`config.mk`:
```
export PLATFORM = sky130hd
export DESIGN_NAME = dcf_config_reg
export DESIGN_NICKNAME = d
export VERILOG_FILES = /design/src/hdl/dcf_pkg.sv /design/src/hdl/dcf_weight_decode.sv /design/src/hdl/dcf_config_reg.sv
export VERILOG_INCLUDE_DIRS = /design/src /design/src/hdl
export SDC_FILE = /design/constraint.sdc
export NUM_CORES = 1
export LEC_CHECK = 0
export ABC_AREA = 1
export BUFFER_PORTS_ARGS = -buffer_cell sky130_fd_sc_hd__buf_2
export CORE_MARGIN = 5
export CORE_UTILIZATION = 43
export DETAILED_ROUTE_END_ITERATION = 8
export MAX_ROUTING_LAYER = met4
export PLACE_DENSITY = 0.71
export SLEW_MARGIN = 20
export SYNTH_ARGS = -nofsm -noshare
export SYNTH_HDL_FRONTEND = slang
export SYNTH_SLANG_ARGS = --single-unit
```
`constraint.sdc`:
```
create_clock -name clk -period 1.55 [get_ports clk]
set_input_delay 0.2325 -clock clk [delete_from_list [all_inputs] [get_ports clk]]
set_output_delay 0.2325 -clock clk [all_outputs]
set_load 0.02 [all_outputs]
```
`src/hdl/dcf_defs.svh`:
```
/*
 * Offsets, field positions, reset values and codes for the second device
 * configuration register. Assumes inclusion by bare name; definitions only.
 */
`ifndef DCF_DEFS_SVH
`define DCF_DEFS_SVH

`define DCF_REG_OFFSET 8'h15
`define DCF_ADDR_W 8
`define DCF_DATA_W 16
`define DCF_COEF_HI 15
`define DCF_COEF_LO 13
`define DCF_SPARE_HI 11
`define DCF_SPARE_LO 8
`define DCF_PUMP_BIT 6
`define DCF_FORCE_BIT 5
`define DCF_ALERT_TEST_BIT 4
`define DCF_SPI_TO_BIT 2
`define DCF_ACQ_WD_BIT 1
`define DCF_BAL_WD_BIT 0
`define DCF_RESET_VALUE 16'h4000
`define DCF_WRITE_MASK 16'hef77
`define DCF_COEF_RESET 3'h2
`define DCF_UART_DIFF_ALERT 2'h2
`define DCF_WEIGHT_W 4

`endif

```
`src/hdl/dcf_pkg.sv`:
```
/*
 * Types shared by the configuration register block.
 * Assumes dcf_defs.svh is on the include path.
 */
`include "dcf_defs.svh"

package dcf_pkg;
    // register word as stored
    typedef logic [`DCF_DATA_W-1:0] dcf_word_t;
    // filter weight in eighths, 1..8
    typedef logic [`DCF_WEIGHT_W-1:0] dcf_weight_t;
endpackage

```
`src/hdl/dcf_weight_decode.sv`:
```
/*
 * Decodes the three-bit filter coefficient code into a weight in eighths.
 * Assumes a registered code on the same clock; output is combinational.
 */
`timescale 1ns/100ps
`include "dcf_defs.svh"

module dcf_weight_decode (
    // coefficient code
    input wire logic [2:0] coef_code,
    // weight in eighths, 1 = 0.125 .. 8 = 1.000
    output dcf_pkg::dcf_weight_t weight,
    // high when weight is 1.000 and the filter passes samples unchanged
    output logic filter_bypass
);
    // code plus one gives eighths; 111 reaches the full weight
    always_comb begin
        weight = dcf_pkg::dcf_weight_t'({1'b0, coef_code}) + 4'h1;
        filter_bypass = (coef_code == 3'h7);
    end
endmodule

```
`src/hdl/dcf_config_reg.sv`:
```
/*
 * Second device configuration register: filter coefficient, spare bits,
 * diagnostics controls and watchdog disables, with the pin-level effects.
 * Assumes the host protocol engine presents a one-cycle access strobe on
 * clk; alert, user-alert, UART-config and interface-select inputs come from pins or other
 * clock domains and are synchronised here.
 */
//
// Contract
// - coefficient code selects weight 0.125 to 1.000
// - coefficient resets to code 010
// - weight sets new-sample share, 1.0 bypasses
// - spare field stores and returns writes, resets zero
// - bit 6 switches off high voltage pump
// - bit 5 enables shutdown pin pull-down
// - clearing bit 5 releases the pull-down
// - alert test drives pin low on alert
// - user alert bit toggles alert in test
// - alert test works in every UART configuration
// - alert test ignored in SPI operation
// - bit 2 set turns SPI timeout monitor off
// - SPI timeout disable ignored under UART
// - bit 1 disables acquisition watchdog, flag kept
// - bit 0 disables balancing watchdog, flag kept
// - interface select high means UART, low SPI
`timescale 1ns/100ps
`include "dcf_defs.svh"

module dcf_config_reg (
    // clock and reset
    input wire logic clk,
    input wire logic reset_n,
    // register access from the host protocol engine
    input wire logic reg_access,
    input wire logic reg_write,
    input wire logic [`DCF_ADDR_W-1:0] reg_addr,
    input wire logic [`DCF_DATA_W-1:0] reg_wdata,
    output logic [`DCF_DATA_W-1:0] reg_rdata,
    output logic reg_rvalid,
    // asynchronous status inputs
    input wire logic interface_select,
    input wire logic [1:0] uart_config_select,
    input wire logic alert_present,
    input wire logic user_alert_bit,
    // filter control
    output dcf_pkg::dcf_weight_t filter_weight,
    output logic filter_bypass,
    // diagnostics and watchdog controls
    output logic high_volt_pump_enable,
    output logic shutdown_pulldown_enable,
    output logic serial_timeout_enable,
    output logic acquisition_watchdog_enable,
    output logic balancing_watchdog_enable,
    // alert output pin override; oe high while test mode drives it
    output logic alert_test_out,
    output logic alert_test_oe,
    output logic alert_test_active
);
    // reset release through two flops
    logic rst_s1_r;
    logic rst_s2_r;
    always_ff @(posedge clk or negedge reset_n) begin
        if (!reset_n) begin
            rst_s1_r <= 1'b0;
            rst_s2_r <= 1'b0;
        end else begin
            rst_s1_r <= 1'b1;
            rst_s2_r <= rst_s1_r;
        end
    end
    logic rst_n;
    assign rst_n = rst_s2_r;

    // two-flop synchronisers for the pin-side inputs, one per bit
    localparam int SYNC_W = 5;
    logic [SYNC_W-1:0] async_in;
    logic [SYNC_W-1:0] sync1_r;
    logic [SYNC_W-1:0] sync2_r;
    assign async_in = {user_alert_bit, alert_present, uart_config_select, interface_select};
    genvar gi;
    generate
        for (gi = 0; gi < SYNC_W; gi++) begin : g_sync
            always_ff @(posedge clk or negedge rst_n) begin
                if (!rst_n) begin
                    sync1_r[gi] <= 1'b0;
                    sync2_r[gi] <= 1'b0;
                end else begin
                    sync1_r[gi] <= async_in[gi];
                    sync2_r[gi] <= sync1_r[gi];
                end
            end
        end
    endgenerate
    logic uart_mode;
    logic [1:0] uart_cfg;
    logic alert_cond;
    logic user_alert;
    assign uart_mode = sync2_r[0];
    assign uart_cfg = sync2_r[2:1];
    assign alert_cond = sync2_r[3];
    assign user_alert = sync2_r[4];

    // register word; unused positions masked so they never store
    dcf_pkg::dcf_word_t cfg_r;
    dcf_pkg::dcf_word_t cfg_nxt;
    logic hit;
    assign hit = reg_access && (reg_addr == `DCF_REG_OFFSET);
    always_comb begin
        cfg_nxt = cfg_r;
        if (hit && reg_write) begin
            cfg_nxt = reg_wdata & `DCF_WRITE_MASK;
        end
    end
    always_ff @(posedge clk or negedge rst_n) begin
        if (!rst_n) begin
            cfg_r <= `DCF_RESET_VALUE;
        end else begin
            cfg_r <= cfg_nxt;
        end
    end

    // read path: one cycle after the strobe, zero for other addresses
    logic [`DCF_DATA_W-1:0] rdata_nxt;
    logic rvalid_nxt;
    always_comb begin
        rvalid_nxt = reg_access && !reg_write;
        rdata_nxt = '0;
        if (hit && !reg_write) begin
            rdata_nxt = cfg_r;
        end
    end
    always_ff @(posedge clk or negedge rst_n) begin
        if (!rst_n) begin
            reg_rdata <= '0;
            reg_rvalid <= 1'b0;
        end else begin
            reg_rdata <= rdata_nxt;
            reg_rvalid <= rvalid_nxt;
        end
    end

    // weight decode from the stored code
    dcf_pkg::dcf_weight_t weight_c;
    logic bypass_c;
    dcf_weight_decode u_weight (
        .coef_code(cfg_r[`DCF_COEF_HI:`DCF_COEF_LO]),
        .weight(weight_c),
        .filter_bypass(bypass_c)
    );

    // control outputs; registered so every output comes from a flop
    logic pump_en_nxt;
    logic pulldown_nxt;
    logic spi_to_en_nxt;
    logic acq_wd_nxt;
    logic bal_wd_nxt;
    logic test_act_nxt;
    logic test_out_nxt;
    always_comb begin
        pump_en_nxt = !cfg_r[`DCF_PUMP_BIT];
        // level follows the bit, so a clear before the reset drops it
        pulldown_nxt = cfg_r[`DCF_FORCE_BIT];
        // monitor stays on under UART whatever the bit says
        spi_to_en_nxt = uart_mode || !cfg_r[`DCF_SPI_TO_BIT];
        // only the enable is removed; the timeout flags live elsewhere
        acq_wd_nxt = !cfg_r[`DCF_ACQ_WD_BIT];
        bal_wd_nxt = !cfg_r[`DCF_BAL_WD_BIT];
        // no check of the UART configuration: every code qualifies
        test_act_nxt = cfg_r[`DCF_ALERT_TEST_BIT] && uart_mode;
        // user bit forms an alert condition of its own
        test_out_nxt = !(alert_cond || user_alert);
    end
    always_ff @(posedge clk or negedge rst_n) begin
        if (!rst_n) begin
            filter_weight <= 4'h3;
            filter_bypass <= 1'b0;
            high_volt_pump_enable <= 1'b1;
            shutdown_pulldown_enable <= 1'b0;
            serial_timeout_enable <= 1'b1;
            acquisition_watchdog_enable <= 1'b1;
            balancing_watchdog_enable <= 1'b1;
            alert_test_active <= 1'b0;
            alert_test_oe <= 1'b0;
            alert_test_out <= 1'b1;
        end else begin
            filter_weight <= weight_c;
            filter_bypass <= bypass_c;
            high_volt_pump_enable <= pump_en_nxt;
            shutdown_pulldown_enable <= pulldown_nxt;
            serial_timeout_enable <= spi_to_en_nxt;
            acquisition_watchdog_enable <= acq_wd_nxt;
            balancing_watchdog_enable <= bal_wd_nxt;
            alert_test_active <= test_act_nxt;
            alert_test_oe <= test_act_nxt;
            alert_test_out <= test_out_nxt;
        end
    end

    // uart_cfg only informs: test mode overrides even differential alert
    logic diff_alert_unused;
    assign diff_alert_unused = (uart_cfg == `DCF_UART_DIFF_ALERT) && alert_test_active;
endmodule

```
After elaboration in Yosys (flattened, before gate mapping)
Index checks and enable logic that the tools add are counted.
{"block": "word_totals", "inputBits": 33, "wordCells": 37, "output_inout_bits": 30, "regBits": 50}
{"block": "classes", "muxes": 1, "addsub": 1, "reduce_logical": 13, "n_eq_ne": 2}
{"operator": "$mux 16", "count": 1}
{"operator": "$eq 8x5->1 const B", "count": 1}
{"operator": "$logic_not 1->1", "count": 6}
{"operator": "$logic_and 1x1->1", "count": 5}
{"operator": "$add 3x1->4 const B", "count": 1}
{"operator": "$eq 3x3->1 const B", "count": 1}
{"operator": "$logic_or 1x1->1", "count": 2}

Depth between registers and ports, before layout
{"block": "depth", "word_depth": 4, "mapped_depth": 7, "mapped_depth_nobuf": 6}

By module
A second synthesis with hierarchy kept.
{"block": "unflattened", "hier_cells": 151, "hier_area_um2": 1727.9}
{"mod": "dcf_config_reg", "cells_per_inst": 146, "n_inst": 1, "area_per_inst_um2": 1689.1}
{"mod": "dcf_weight_decode", "cells_per_inst": 5, "n_inst": 1, "area_per_inst_um2": 38.8}

Worst setup path after synthesis
Ideal clock, no wire load.
{"block": "synth_timing", "path_type": "in2reg", "from": "in reg_addr[0]", "to": "reg cfg_r[4]", "path_slack_ps": 553, "setup_ps": 118, "cell_stages": 6, "path_buffers": 1, "arrival_ps": 879, "required_time_ps": 1432, "cell_sequence": "nand2_1 > nor2_4 > nand4_2 > buf_2 > nand2_1 > nand2_1"}
{"block": "synth_between", "elab_chain_cells": 3}
{"element": "start: declaration", "line_no": "dcf_config_reg.sv:36", "source": "input wire logic [`DCF_ADDR_W-1:0] reg_addr,"}
{"element": "$eq 8x5->1 (no line)"}
{"element": "$logic_and 1x1->1", "line_no": "dcf_config_reg.sv:107", "source": "assign hit = reg_access && (reg_addr == `DCF_REG_OFFSET);"}
{"element": "$logic_and 1x1->1", "line_no": "dcf_config_reg.sv:110", "source": "if (hit && reg_write) begin"}
{"element": "end signal: assignment", "line_no": "dcf_config_reg.sv:116", "source": "cfg_r <= `DCF_RESET_VALUE;"}
{"element": "end signal: assignment", "line_no": "dcf_config_reg.sv:118", "source": "cfg_r <= cfg_nxt;"}
{"element": "end: declaration", "line_no": "dcf_config_reg.sv:104", "source": "dcf_pkg::dcf_word_t cfg_r;"}
No other way between the ends.
A chain may end at the register's enable or synchronous reset.

Final worst setup path
{"block": "layout_timing", "from": "reg filter_weight[1]", "to": "out filter_weight[1]"}
{"element": "start: declaration", "line_no": "dcf_config_reg.sv:46", "source": "output dcf_pkg::dcf_weight_t filter_weight,"}
{"element": "start signal: assignment", "line_no": "dcf_config_reg.sv:186", "source": "filter_weight <= weight_c;"}
No word-level cell between the ends.

==> impl_results.md <==
* CTS clk-pin slew, worst paths at around 0.090 ns
* Layout cells sized above 1 at 0.431
* WP buf/inv at 1
* Status: complete, no violations
* Worst Hold Endpoint: sync1_r[0]$_DFF_PN0_
* Drt drc at 0
* Clk buf depth at 2
* Max Fclk at around 840 MHz
* Max Clock Skew at 0.00847 ns
* Area grow syn2layout at 24.3%
* Slowest CP cell: dfstp_2
* Synth Flop Type: dfrtp_1
* Worst hold slack at between 0.03 and 0.04 ns
* Vias/cell at 4.27
* Sequential share of the synthesized area at 0.688
* Post CTS Setup Buffer Count at 0
* 1st-iter DRT viols at 69
* Ports at 63
* Width of the die at 73.3 um
* Grt ovf at 0
* Core area at 3940 um^2
* Worst-path cell chain: buf_2
* Final hold violations at 0
* Total GRT Usage at 0.129
* Post-synthesis cell area at 1720 um^2
* Power per cell area at between 1000 and 1500 nW/um^2
* Net Sw Frac at 0.221
* Initial Util at 0.437
* RSZ-0062 raised after global routing: no
* Critical Path RT at approximately 1.3 ns
* R2r setup slk at 0.51 ns
* Ys async rst share at 1.00
* Crit path kind: reg2out
* Final setup vio count at 0
* Count of final max-slew check failures at 0
* Row count at 23
* Int Power at approximately 1700 uW
* Worst hold start: interface_select
* Count leader, synth: dfrtp_1
* Sequential power share at 0.590
* Syn_area_per_cell at roughly 11 um^2
* Clock root cell: clkbuf_8
* Hold Crit Depth at 1
* Top post-synthesis cells by area: dfrtp_1, dfstp_2, nand2_1
* Post-synth cell types at 19
* Max incr delay on CP at ~0.51 ns
* Number of flops mapped to enable cells by yosys at 0
* Post-synth top cells: dfrtp_1, nand2_1, inv_1
* CTS sink cnt at 47
* Reg2reg path depth at 2
* Reg2reg end: filter_weight[2]$_DFF_PN0_
* Post-Synthesis Cells at 150
* Vias in the first global route at 1,097
* Max Cap Violations at 0
* P_sw at around 480 uW
* Ant diodes at 0
* Hold WC Path Type: in2reg
* Endpoint type of the worst setup path: output port
* Vias at about 1,100
* First-pass GRT wire length at a little over 5000 um
* Fill cell count at 373
* Clock Latency Late Sink at slightly below 0.3 ns
* WL/cell at about 11 um
* DRT antenna net count at 0
* H-Tree Depth at 2
* Final HPWL DP at around 2100 um
* Yosys warnings at 0
* Die Ht at 73.3 um
* Largest net degree at the start of global routing at 46
* Data arrival time of the worst path at about 0.95 ns
* Final period util at 0.764
* WL final at between 2000 and 3000 um
* Layout net count at about 240
* Post-synth top area cell: dfrtp_1
* Worst r2r src: cfg_r[14]$_DFFE_PN1P_
* Placer Congestion at ~0.73
* Combinational share of power at 0.064
* Post-layout utilization of the core at 0.543
* Startpoint Class: flip-flop
* Worst slack at placement at between 0.2 and 0.3 ns
* CP top delay family: flip-flops
* Die area at between 5000 and 6000 um^2
* Setup slack after layout at around 0.37 ns
* Antenna violations before repair at 0
* CP max FO at 1
* Area share of the largest cell type after synthesis at 0.566
* CTS tree: yes
* Tmin final at roughly 1.2 ns
* Worst IR Drop VDD at between 0.0004 and 0.0005 V
* Clock power frac at 0.347
* Total negative slack at 0 ns
* Port Buf Inserts at 54
* CTS Buf Count at 5
* Static leakage at approximately 0.0012 uW
* Synth Register Bits at 47
* Pre-antenna DRT Iters at 4
## state kept, by name (all words and copies together) (netlist names), 3 cells and up
name           flops
sync1_r            3
filter_weight      4
reg_rdata         13
cfg_r             13
## worst max path at each step
stage | start | end | slack (ns) | cells after the start
final | filter_weight[1]$_DFF_PN1_ | filter_weight[1] | 0.37 | 1
after global routing | serial_timeout_enable$_DFF_PN1_ | serial_timeout_enable | 0.32 | 1
after CTS | high_volt_pump_enable$_DFF_PN1_ | high_volt_pump_enable | 0.35 | 1
after detailed placement | reg_access | cfg_r[5]$_DFFE_PN0P_ | 0.26 | 6
after global placement | reg_access | cfg_r[9]$_DFFE_PN0P_ | 0.27 | 6
after floorplan | rst_n$_DFF_PN0_ | alert_cond$_DFF_PN0_ | 0.16 | 0
## area by class of cell
class | instances | area (um^2) | area share
Clock buffer | 7 | 86.3 | 0.0403
Timing Repair Buffer | 58 | 315 | 0.147
Clock inverter | 1 | 8.76 | 0.00409
Sequential cell | 47 | 1190 | 0.554
Multi-Input combinational cell | 75 | 403 | 0.188
Tap cell | 50 | 62.6 | 0.0292
Inverter | 21 | 78.8 | 0.0368
## routing by layer
| metal | wire length (um) | global-route usage | up-vias |
|---|---|---|---|
| met5 | 0 | - | - |
| met4 | 23 | 0.0483 | 0 |
| met3 | 285 | 0.0465 | 3 |
| met2 | 1280 | 0.172 | 46 |
| met1 | 1350 | 0.180 | 487 |
| li1 | - | - | 570 |
## metrics by stage
stage / cells / instance area, um^2 / total power [uW]
6_report: 259 / 2140 / 2160
5_1_grt: 259 / 2140 / 2260
4_1_cts: 259 / 2140 / 2190
3_5_place_dp: 250 / 2040 / 1430
3_3_place_gp: 250 / 2040 / 1430
2_1_floorplan: 152 / 1730 / 1370
## power groups by stage
stage | Clock (uW) | Sequential, uW | Combinational, uW
after detailed placement | 0 | 1290 | 138
after global routing | 829 | 1270 | 155
after CTS | 783 | 1270 | 141
after floorplan | 0 | 1320 | 50.2
final | 748 | 1270 | 137
after global placement | 0 | 1290 | 136
## cell usage in the layout (no fill, tap or decap), drive strengths merged
master,netlist,routed
nand3b,1,1
nor2,21,21
nand2,31,31
dlygate4sd3,0,1
or2,1,1
buf,8,57
conb,2,4
ha,2,2
dfstp,8,8
nor3,1,1
dfrtp,39,39
inv,21,22
clkbuf,1,7
nand4,14,14
## kinds of logic after synthesis
family / synth area share
and+or+nand+nor: 0.211
DFF: 0.688
other: 0.00436
adders and majority gates: 0.0145
buffers and inverters: 0.0821
## repair_timing
item / 4_1_cts / 5_1_grt
endpoints found under the hold margin: 2 / 0
hold buffers: 1 / 0
resized for setup: 0 / 0
endpoints found under the setup margin: 0 / 0
Note: power is estimated with default switching activity, not from simulation.
